<file path="src/nvram_timing_pkg.sv">
// constants for the host-side controller of an asynchronous 32k x 8 nonvolatile memory
// assumes a 125 MHz controller clock; all pin timing counted in whole cycles
// Functional notes
// - each cycle holds chip select low between 150 ns and 10000 ns.
// - in a write, chip select is low at least 150 ns before the write strobe rises.
// - the write strobe stays low at least 50 ns.
// - chip select is held high and stable at least 85 ns before supply falls below 2.7 V.
// - no operation starts until 85 ns after supply reaches 2.7 V.
package nvram_timing_pkg;
	localparam int CLK_PERIOD_NS      = 8;
	localparam int ADDR_W             = 15;
	localparam int DATA_W             = 8;
	// printed times in ns
	localparam int CYCLE_TIME_NS      = 235;
	localparam int SELECT_ACTIVE_NS   = 150;
	localparam int SELECT_ACTIVE_MAX_NS = 10000;
	localparam int PRECHARGE_NS       = 85;
	localparam int ACCESS_NS          = 150;
	localparam int OUT_ACCESS_NS      = 25;
	localparam int RELEASE_NS         = 25;
	localparam int WRITE_PULSE_NS     = 50;
	localparam int DATA_SETUP_NS      = 50;
	localparam int ADDR_HOLD_NS       = 15;
	localparam int REDRIVE_NS         = 10;
	localparam int POWER_DOWN_GUARD_NS = 85;
	localparam int POWER_UP_GUARD_NS  = 85;
	// least times round up, longest round down
	localparam int CYCLE_CYC      = (CYCLE_TIME_NS + CLK_PERIOD_NS - 1) / CLK_PERIOD_NS;
	localparam int PRECHARGE_CYC  = (PRECHARGE_NS + CLK_PERIOD_NS - 1) / CLK_PERIOD_NS;
	localparam int ACCESS_CYC     = (ACCESS_NS + CLK_PERIOD_NS - 1) / CLK_PERIOD_NS + 1;
	localparam int OUT_ACCESS_CYC = (OUT_ACCESS_NS + CLK_PERIOD_NS - 1) / CLK_PERIOD_NS + 1;
	localparam int RELEASE_CYC    = (RELEASE_NS + CLK_PERIOD_NS - 1) / CLK_PERIOD_NS + 1;
	localparam int WRITE_PULSE_CYC = (WRITE_PULSE_NS + CLK_PERIOD_NS - 1) / CLK_PERIOD_NS;
	localparam int DATA_SETUP_CYC = (DATA_SETUP_NS + CLK_PERIOD_NS - 1) / CLK_PERIOD_NS;
	localparam int REDRIVE_CYC    = (REDRIVE_NS + CLK_PERIOD_NS - 1) / CLK_PERIOD_NS;
	localparam int SELECT_ACTIVE_CYC = (SELECT_ACTIVE_NS + CLK_PERIOD_NS - 1) / CLK_PERIOD_NS;
	localparam int SELECT_MAX_CYC = SELECT_ACTIVE_MAX_NS / CLK_PERIOD_NS;
	localparam int POWER_DOWN_GUARD_CYC = (POWER_DOWN_GUARD_NS + CLK_PERIOD_NS - 1) / CLK_PERIOD_NS;
	localparam int POWER_UP_GUARD_CYC = (POWER_UP_GUARD_NS + CLK_PERIOD_NS - 1) / CLK_PERIOD_NS;
	localparam int CNT_W          = 8;

	typedef enum logic [2:0] {
		ST_GUARD  = 3'b000,
		ST_IDLE   = 3'b001,
		ST_SELECT = 3'b011,
		ST_STROBE = 3'b010,
		ST_HOLD   = 3'b110,
		ST_PRECH  = 3'b111,
		ST_OFF    = 3'b101
	} ctrl_state_e;
endpackage : nvram_timing_pkg

</file>
<file path="src/nvram_delay_count.sv">
// loadable down counter with a done flag used for the select, strobe, release, precharge and guard intervals
// assumes synchronous reset and one load at a time
`timescale 1ns/1ps
module nvram_delay_count #(
	parameter int W = 8
) (
	input  wire logic         clk_in,
	input  wire logic         srst_in,
	input  wire logic         load_in,
	input  wire logic [W-1:0] value_in,
	output logic              done_out
);
	logic [W-1:0] cnt_q;

	// count down to zero after each load
	always_ff @(posedge clk_in) begin
		if (srst_in) begin
			cnt_q <= '0;
		end else if (load_in) begin
			cnt_q <= value_in;
		end else if (cnt_q != '0) begin
			cnt_q <= cnt_q - 1'b1;
		end
	end

	// done once the count has run out; kept free of load_in, which the
	// caller derives from done_out, so no combinational loop can form
	assign done_out = (cnt_q == '0);
endmodule : nvram_delay_count

</file>
<file path="src/nvram_host_ctrl.sv">
// host controller driving the select, strobe and output drive pins of the memory
// assumes power_good_in is synchronous and falls early enough for the down guard
`timescale 1ns/1ps
module nvram_host_ctrl (
	input  wire logic                              clk_in,
	input  wire logic                              srst_in,
	input  wire logic                              power_good_in,
	input  wire logic                              req_valid_in,
	input  wire logic                              req_write_in,
	input  wire logic [nvram_timing_pkg::ADDR_W-1:0] req_addr_in,
	input  wire logic [nvram_timing_pkg::DATA_W-1:0] req_wdata_in,
	output logic                                   req_ready_out,
	output logic                                   rsp_valid_out,
	output logic [nvram_timing_pkg::DATA_W-1:0]    rsp_rdata_out,
	output logic                                   select_n_out,
	output logic                                   write_n_out,
	output logic                                   out_drive_n_out,
	output logic [nvram_timing_pkg::ADDR_W-1:0]    addr_out,
	input  wire logic [nvram_timing_pkg::DATA_W-1:0] data_in,
	output logic [nvram_timing_pkg::DATA_W-1:0]    data_out,
	output logic                                   data_oe_out
);
	localparam int CW = nvram_timing_pkg::CNT_W;

	nvram_timing_pkg::ctrl_state_e state_q;
	logic          is_write_q;
	logic          load_d;
	logic [CW-1:0] value_d;
	logic          wait_done;
	logic [CW-1:0] cycle_cnt_q;

	nvram_delay_count #(.W(CW)) u_delay (
		.clk_in   (clk_in),
		.srst_in  (srst_in),
		.load_in  (load_d),
		.value_in (value_d),
		.done_out (wait_done)
	);

	// sizes a timing constant to the counter width, minus the load cycle
	function automatic logic [CW-1:0] cyc(input int n);
		cyc = CW'(n - 1);
	endfunction : cyc

	// pick the interval to load on each state change
	always_comb begin
		load_d  = 1'b0;
		value_d = '0;
		case (state_q)
			nvram_timing_pkg::ST_GUARD: begin
				if (!power_good_in) begin
					load_d  = 1'b1; // restart guard while supply is low
					value_d = cyc(nvram_timing_pkg::POWER_UP_GUARD_CYC);
				end
			end
			nvram_timing_pkg::ST_IDLE: begin
				if (power_good_in && req_valid_in) begin
					load_d  = 1'b1;
					value_d = req_write_in ? cyc(nvram_timing_pkg::SELECT_ACTIVE_CYC -
						nvram_timing_pkg::WRITE_PULSE_CYC) :
						cyc(nvram_timing_pkg::ACCESS_CYC);
				end
			end
			nvram_timing_pkg::ST_SELECT: begin
				if (wait_done && is_write_q) begin
					load_d  = 1'b1;
					value_d = cyc(nvram_timing_pkg::WRITE_PULSE_CYC);
				end
			end
			nvram_timing_pkg::ST_STROBE: begin
				if (wait_done) begin
					load_d  = 1'b1;
					value_d = cyc(nvram_timing_pkg::RELEASE_CYC);
				end
			end
			nvram_timing_pkg::ST_HOLD: begin
				if (wait_done) begin
					load_d  = 1'b1;
					value_d = cyc(nvram_timing_pkg::PRECHARGE_CYC);
				end
			end
			nvram_timing_pkg::ST_OFF: begin
				load_d  = 1'b1; // guard armed until supply returns
				value_d = cyc(nvram_timing_pkg::POWER_UP_GUARD_CYC);
			end
			default: begin
				load_d  = 1'b0;
				value_d = '0;
			end
		endcase
	end

	// cycle sequencer
	always_ff @(posedge clk_in) begin
		if (srst_in) begin
			state_q <= nvram_timing_pkg::ST_OFF; // guard runs after every reset
		end else begin
			case (state_q)
				nvram_timing_pkg::ST_GUARD: begin
					if (power_good_in && wait_done) begin
						state_q <= nvram_timing_pkg::ST_IDLE;
					end
				end
				nvram_timing_pkg::ST_IDLE: begin
					if (!power_good_in) begin
						state_q <= nvram_timing_pkg::ST_OFF; // select already high
					end else if (req_valid_in) begin
						state_q <= nvram_timing_pkg::ST_SELECT;
					end
				end
				nvram_timing_pkg::ST_SELECT: begin
					if (wait_done) begin
						state_q <= is_write_q ? nvram_timing_pkg::ST_STROBE :
							nvram_timing_pkg::ST_HOLD;
					end
				end
				nvram_timing_pkg::ST_STROBE: begin
					if (wait_done) begin
						state_q <= nvram_timing_pkg::ST_HOLD;
					end
				end
				nvram_timing_pkg::ST_HOLD: begin
					if (wait_done) begin
						state_q <= nvram_timing_pkg::ST_PRECH;
					end
				end
				nvram_timing_pkg::ST_PRECH: begin
					if (wait_done && cycle_cnt_q >= CW'(nvram_timing_pkg::CYCLE_CYC)) begin
						state_q <= nvram_timing_pkg::ST_IDLE;
					end
				end
				nvram_timing_pkg::ST_OFF: begin
					if (power_good_in) begin
						state_q <= nvram_timing_pkg::ST_GUARD;
					end
				end
				default: state_q <= nvram_timing_pkg::ST_GUARD;
			endcase
		end
	end

	// cycles since chip select fell, saturating
	always_ff @(posedge clk_in) begin
		if (srst_in) begin
			cycle_cnt_q <= '0;
		end else if (state_q == nvram_timing_pkg::ST_IDLE) begin
			cycle_cnt_q <= 8'h01;
		end else if (cycle_cnt_q != 8'hff) begin
			cycle_cnt_q <= cycle_cnt_q + 8'h01;
		end
	end

	// capture request
	always_ff @(posedge clk_in) begin
		if (srst_in) begin
			is_write_q <= 1'b0;
			addr_out   <= '0;
			data_out   <= '0;
		end else if (state_q == nvram_timing_pkg::ST_IDLE && power_good_in && req_valid_in) begin
			is_write_q <= req_write_in;
			addr_out   <= req_addr_in; // held through the cycle, covers address hold
			data_out   <= req_wdata_in;
		end
	end

	// pin drive: select low for the active part of each cycle
	always_ff @(posedge clk_in) begin
		if (srst_in) begin
			select_n_out    <= 1'b1;
			write_n_out     <= 1'b1;
			out_drive_n_out <= 1'b1;
			data_oe_out     <= 1'b0;
		end else begin
			case (state_q)
				nvram_timing_pkg::ST_IDLE: begin
					if (power_good_in && req_valid_in) begin
						select_n_out    <= 1'b0;
						out_drive_n_out <= req_write_in; // read drives output enable low
					end
				end
				nvram_timing_pkg::ST_SELECT: begin
					if (wait_done && is_write_q) begin
						write_n_out <= 1'b0;
						data_oe_out <= 1'b1; // memory has released by now
					end else if (wait_done) begin
						select_n_out    <= 1'b1;
						out_drive_n_out <= 1'b1;
					end
				end
				nvram_timing_pkg::ST_STROBE: begin
					if (wait_done) begin
						write_n_out  <= 1'b1;
						select_n_out <= 1'b1;
					end
				end
				nvram_timing_pkg::ST_HOLD: begin
					if (wait_done) begin
						data_oe_out <= 1'b0; // released with margin past redrive
					end
				end
				default: begin
					select_n_out    <= 1'b1;
					write_n_out     <= 1'b1;
					out_drive_n_out <= 1'b1;
				end
			endcase
		end
	end

	// read data capture and request handshake
	always_ff @(posedge clk_in) begin
		if (srst_in) begin
			rsp_valid_out <= 1'b0;
			rsp_rdata_out <= '0;
			req_ready_out <= 1'b0;
		end else begin
			rsp_valid_out <= 1'b0;
			if (state_q == nvram_timing_pkg::ST_SELECT && wait_done && !is_write_q) begin
				rsp_valid_out <= 1'b1;
				rsp_rdata_out <= data_in; // access time elapsed
			end
			req_ready_out <= (state_q == nvram_timing_pkg::ST_PRECH) && wait_done &&
				cycle_cnt_q >= CW'(nvram_timing_pkg::CYCLE_CYC) && power_good_in;
		end
	end
endmodule : nvram_host_ctrl

</file>
<file path="config.mk">
export PLATFORM = sky130hd
export DESIGN_NAME = nvram_host_ctrl
export DESIGN_NICKNAME = d
export VERILOG_FILES = /design/src/nvram_timing_pkg.sv /design/src/nvram_delay_count.sv /design/src/nvram_host_ctrl.sv
export SDC_FILE = /design/constraint.sdc
export NUM_CORES = 1
export LEC_CHECK = 0
export BUFFER_PORTS_ARGS = -buffer_cell sky130_fd_sc_hd__buf_2
export CORE_MARGIN = 2
export CORE_UTILIZATION = 46
export DETAILED_ROUTE_END_ITERATION = 8
export PLACE_DENSITY = 0.85
export SLEW_MARGIN = 20
export SYNTH_ARGS = -nofsm -noshare
export SYNTH_HDL_FRONTEND = slang
export SYNTH_SLANG_ARGS = --single-unit
</file>
<file path="constraint.sdc">
create_clock -name clk_in -period 1.8 [get_ports clk_in]
set_input_delay 0.18 -clock clk_in [delete_from_list [all_inputs] [get_ports clk_in]]
set_output_delay 0.18 -clock clk_in [all_outputs]
set_load 0.03 [all_outputs]
</file>
Yosys cells after proc, flatten, opt, wreduce, memory -nomap -nowiden
Cells that the tools add are included.

Multipliers: 0. Magnitude comparators: 1. Reductions and logical operators: 26. Mux-type cells: 40. Shift-type cells: 0. Equality and inequality tests: 17. Div/mod/pow operators: 0. Bitwise operators: 3. Add/subtract/negate cells: 2.

Operator list (number): case mux 8 bit (6 select lines) (1); 2-to-1 mux 3 bit (11); case mux 3 bit (7 select lines) (1); != test 2 bit (second input constant) (9); 2-to-1 mux 1 bit (16); 2-to-1 mux 8 bit (2); logical AND 1 bit (11); 2-to-1 mux 5 bit (2); equality test 3 bit (second input constant) (3); AND reduction 3 bit (3); adder 8 x 1 -> 8 bit (second input constant) (1); >= comparator 8 x 5 -> 1 bit (second input constant) (1); logical NOT 8 bit (1); 2-to-1 mux 4 bit (2); != test 8 bit (second input constant) (1); nonzero test 8 bit (1); subtractor 8 x 1 -> 8 bit (second input constant) (1); AND reduction 7 bit (1); equality test 3 x 2 -> 1 bit (second input constant) (2); case mux 1 bit (3 select lines) (2); nonzero test 2 bit (3); OR reduction 2 bit (3); case mux 1 bit (5 select lines) (1); case mux 1 bit (4 select lines) (1); other kinds (7) (9).

ROM bits: 0. Memory bits (writable): 0. Output and inout bits: 37. Memories kept: 0. Bits of input ports: 36. Word-level logic and storage cells: 103. Bits in latches: 0. Register bits after elaboration: 57.

Logic depth before layout (Yosys ltp)
Depth in word-level cells: 5. Gate-level depth with buffers: 8. Gate-level depth less buffers: 7.

By module
A second synthesis with hierarchy kept.

Cells, all modules: 326. Area total of the unflattened synthesis: 2772.7 um2.

By module, submodules not included: nvram_host_ctrl (sequential area each 980.9 um2, instances 1, area an instance 2297.2 um2, cells an instance 273); nvram_delay_count (sequential area each 160.2 um2, instances 1, area an instance 475.5 um2, cells an instance 53).

Worst setup path after synthesis
OpenSTA, ideal clock, no wires.

Kind: register -> register. Start: register u_delay.cnt_q[5]. End: register state_q[2]. Clock period less this slack: 1.731 ns. Slack: 0.069 ns. Cell stages (with the launch flop): 6. Path buffers: 0. Required time: 1.674 ns. Setup time: 0.126 ns. Arrival: 1.606 ns. Path through: dfxtp_1 > or4_4 > nor3_4 > o41ai_1 > a221oi_2 > mux2i_1.

Word-level cells in the longest chain between the ends: 4. Elaborated cells between the ends (all ways): 9. Those cells by class: eq/ne: 5; reduce/logical: 4.

RTL lines: start, declared (RTL line nvram_delay_count.sv:13) `logic [W-1:0] cnt_q;`; start signal, assigned (RTL line nvram_delay_count.sv:20) `cnt_q <= value_in;`; start signal, assigned (RTL line nvram_delay_count.sv:22) `cnt_q <= cnt_q - 1'b1;`; logical NOT 8 bit * (RTL line nvram_delay_count.sv:28) `assign done_out = (cnt_q == '0);`; logical AND 1 bit (on tied branches) (RTL line nvram_host_ctrl.sv:128, nvram_host_ctrl.sv:100); != test 2 bit (no source line); AND reduction 7 bit (no source line) *; end signal, assigned (RTL line nvram_host_ctrl.sv:129) `state_q <= nvram_timing_pkg::ST_IDLE;`; end signal, assigned (RTL line nvram_host_ctrl.sv:134) `state_q <= nvram_timing_pkg::ST_GUARD;`; end signal, assigned (RTL line nvram_host_ctrl.sv:137) `default: state_q <= nvram_timing_pkg::ST_GUARD;`; end, declared (RTL line nvram_host_ctrl.sv:25) `nvram_timing_pkg::ctrl_state_e state_q;`.

Mark *: on every way between the ends. The rest lies on a longest branch, timed or not. A chain may end at the register's enable or synchronous reset.

Final worst setup path
Start: register u_delay.cnt_q[5]. End: register rsp_rdata_out[2] in the netlist's numbering.

Word-level cells in the longest chain between the ends: 3.

RTL lines: logical NOT 8 bit (RTL line nvram_delay_count.sv:28); logical AND 1 bit (2 in a row) (RTL line nvram_host_ctrl.sv:218) `if (state_q == nvram_timing_pkg::ST_SELECT && wait_done && !is_write_q) begin`; end signal, assigned (RTL line nvram_host_ctrl.sv:220) `rsp_rdata_out <= data_in;`; end, declared (RTL line nvram_host_ctrl.sv:14) `output logic [nvram_timing_pkg::DATA_W-1:0] rsp_rdata_out,`.

Every way passes these cells.

==> results_tabular.tex <==
\begin{tabular}{lr}
\hline
Metric & Value \\
\hline
\multicolumn{2}{l}{\textbf{Layout}} \\
Most frequent cells in the layout & buf\_2, nand2\_1, dfxtp\_1, a21oi\_1, nor2\_1 \\
Post-layout nets & 423 \\
Count of filler cells inserted in the layout & 460 \\
Inserted Diodes & 0 \\
Leading cell type in the layout, fill and taps excluded & buf\_2 \\
Fraction of layout cells with a size suffix above 1 & 29.9\% \\
P\&R area growth vs syn & 29.9\% \\
Post-route insts no fill & 458 \\
\multicolumn{2}{l}{\textbf{Clock network}} \\
Number of clock sinks seen by CTS & 57 \\
Clock H-tree levels & 3 \\
Clock tree root buffer cell & clkbuf\_8 \\
CTS tree & done \\
Number of buffers created by CTS & 9 \\
Clock transition at the registers of the reported paths & 0.06 ns \\
Clock Latency Late Sink & 0.32 ns \\
Buffer levels on the longest clock path & 2 \\
\multicolumn{2}{l}{\textbf{GRT}} \\
GR Util met3 & 7.41\% \\
Pin count of the biggest net entering global routing & 25 \\
Met1 layer usage reported by global route & 22.2\% \\
Global route overflow & 0 \\
Total GRT Usage & 20.1\% \\
Wire length of the first global-routing pass & 9630 um \\
Gr busiest metal & met2 \\
Met2 global-route usage & 33.6\% \\
Via count of the first global-routing pass & 2312 \\
Antenna violations before repair & 0 \\
\multicolumn{2}{l}{\textbf{Timing}} \\
Worst slew pin tran & 0.454 ns \\
Setup repair after global routing missed its margin & true \\
Headroom to the max-slew limit & 69.4\% \\
Sum of negative setup slack & -0.0245 ns \\
Pins Over Slew Limit & 0 \\
Clk\_skew & 0.00564 ns \\
Setup slack of the critical path after layout & -0.0113 ns \\
Period utilization & 101\% \\
Number of failing setup endpoints in the final timing report & 3 \\
Final Hold Violating Endpoints & 0 \\
Highest Clock Rate & 0.552 GHz \\
Time the worst path needs with I/O delays and setup & 1.81 ns \\
\multicolumn{2}{l}{\textbf{Drt}} \\
Routed WL & 5720 um \\
Total number of vias & 2341 \\
Routed Antenna Nets & 0 \\
DRC violations left & 0 \\
DR vias/cell & 5.11 \\
Wire length per cell after detailed routing & 12.5 um \\
Drt first-iter violations & 74 \\
Number of detailed-routing iterations run before antenna repair & 4 \\
\multicolumn{2}{l}{\textbf{Synthesis}} \\
Part of the Yosys area used for sequential elements & 46.5\% \\
Synth warn & 0 \\
Syn Area/Cell & 8.24 sq um \\
Share of synthesized registers carrying an async set or reset & 0\% \\
Area of the mapped netlist & 2450 sq um \\
Net count after synthesis & 338 \\
Synthesized netlist cell count & 298 \\
Seq cells post-synth & 57 \\
Synth Flop Type & dfxtp\_1 \\
Unique cell type count in the Yosys netlist & 41 \\
Post-synth EDFFs & 0 \\
\multicolumn{2}{l}{\textbf{Power}} \\
Switching pwr & 1530 uW \\
Static Leakage & 0.00147 uW \\
Power Internal & 2810 uW \\
Maximum VDD drop & 0.000696 V \\
Clock network fraction of design power & 23.8\% \\
Reg power frac & 36.6\% \\
Power density over cell area & 1360 nW/um\^{}2 \\
Net switching fraction of the power & 35.3\% \\
Logic pwr share & 39.6\% \\
\multicolumn{2}{l}{\textbf{Critical path}} \\
WS Path Type & reg -> reg \\
R2R setup slack & -0.01 ns \\
Data arrival time at the worst-slack endpoint & 2.02 ns \\
Crit path capture type & flop \\
Startpoint type of the worst setup path & flop \\
Slowest cell on the critical path & or4\_4 \\
Peak fanout along the critical path & 7 \\
Largest stage delay on the critical path & 0.57 ns \\
Required time at the endpoint of the critical path & 2.01 ns \\
Ordered list of cells on the worst path & or4\_4 -> nor3\_4 -> buf\_12 -> nand4\_1 -> buf\_4 -> mux2i\_1 -> nor2\_1 \\
\multicolumn{2}{l}{\textbf{Run status}} \\
Outcome & finished, violations left \\
Violated checks & negative setup slack \\
\multicolumn{2}{l}{\textbf{Min path}} \\
Path class of the lowest-slack min-delay path & in -> reg \\
\multicolumn{2}{l}{\textbf{Flow run}} \\
Total of max-cap violations & 0 \\
\multicolumn{2}{l}{\textbf{Floorplan}} \\
Die X-Extent & 77.1 um \\
Total Die Area & 5940 sq um \\
Ports & 73 \\
DIE HEIGHT & 77.1 um \\
Core Region & 5140 sq um \\
Starting Density & 47.8\% \\
Placement row count & 26 \\
\multicolumn{2}{l}{\textbf{Placement}} \\
Count of port buffers added during placement & 72 \\
Total half-perimeter wirelength after legalization and detailed placement & 4090 um \\
Number of placed cells counting well taps & 440 \\
Routability Congestion & 0.862 \\
\hline
\end{tabular}
-- synthesized netlist by cell type (2+ instances only) --
library cell  number  area share [%]
mux2i_1           10             4.1
and3_1             4             1.0
o21a_1             2            0.61
and2_1             4             1.0
xnor2_1            3             1.1
ha_1               4             2.0
nand3_1            5             1.0
buf_2              4            0.82
a211oi_1           3            0.92
dfxtp_1           57              46
a221oi_1           2            0.71
nand4_1            3            0.76
nor2_1            24             3.7
o21ai_0           10             2.0
a21oi_1           39             8.0
a31oi_1            6             1.5
o32ai_1            2            0.71
nand2b_1           8             2.0
o31ai_1            2            0.61
or4_1              2            0.61
xor2_1             3             1.1
clkbuf_1          13             2.0
nor3_1             6             1.2
nand2_1           57             8.7
inv_1              9             1.4
-- what timing repair did --
| action | 4_1_cts | 5_1_grt |
|---|---|---|
| resized for setup | 2 | 7 |
| hold buffers | 0 | 0 |
| endpoints found under the setup margin | 13 | 14 |
| buffers inserted | 1 | 0 |
| cloned | 0 | 1 |
| pin swaps | 1 | 2 |
-- final cells by class --
type	count	area [sq um]	share of cell area (%)
Clock buffer	14	163	5.10
Clock inverter	2	12.5	0.392
Inverter	9	33.8	1.06
Multi-Input combinational cell	214	1220	38.3
Sequential cell	57	1140	35.9
Tap cell	70	87.6	2.75
Timing Repair Buffer	92	527	16.5
-- final timing paths --
kind                            startpoint                       endpoint  cells after the start
min reg2reg      addr_out[14]$_SDFFE_PP0P_      addr_out[14]$_SDFFE_PP0P_                      2
max reg2reg  u_delay.cnt_q[5]$_SDFFE_PP0P_  rsp_rdata_out[2]$_SDFFE_PP0P_                      7
max          u_delay.cnt_q[5]$_SDFFE_PP0P_  rsp_rdata_out[2]$_SDFFE_PP0P_                      7
min                        req_wdata_in[4]       data_out[4]$_SDFFE_PP0P_                      3
-- routing by layer --
layer | routed length [um] | share of wire [%]
met1 | 2440 | 43
met2 | 2700 | 47
met3 | 462 | 8.1
met4 | 108 | 1.9
met5 | 0 | 0
-- metrics by stage --
stage               worst slack (ns)  instance area [sq um]  power, uW  hold slack, ns  utilization, %
global placement             -0.0109                   2960       3130           0.412            57.6
finish                       -0.0113                   3190       4340          0.0872            62.0
CTS                          0.00104                   3170       4350          0.0697            61.7
global route                 -0.0962                   3190       4620          0.0803            62.0
detailed placement           -0.0856                   2960       3180           0.425            57.6
floorplan                     0.0686                   2450       2670           0.316               -
-- power by group through the flow --
stage               Sequential (uW)  Combinational, uW  Clock, uW
global route                   1610               1890       1120
CTS                            1570               1700       1070
global placement               1590               1540          0
finish                         1590               1720       1030
floorplan                      1610               1060          0
detailed placement             1600               1580          0
-- critical path, delay by kind of cell, from the launching register on --
family        cells  cell delay (ns)
buf+inv           2             0.34
flops             1             0.31
mux               1             0.14
simple gates      4             0.91
-- state kept, by name, summed over array words and instances, names as in the netlist, 3 cells and up --
register       count
data_out           8
rsp_rdata_out      8
cycle_cnt_q        8
state_q            3
u_delay.cnt_q      8
addr_out          15
-- cell families (layout without fill, tap and decap cells) --
family	after synthesis	count (layout)	share of synthesized area, %
AO/OA/AOI/OAI	73	73	17.6
flip-flops	57	57	46.5
XOR/XNOR	6	6	2.14
AND/OR/NAND/NOR	121	121	23.1
multiplexers	10	10	4.08
buffers and inverters	27	117	4.49
adder cells (fa/ha/maj)	4	4	2.04
Power figures use the tool's default switching activity.
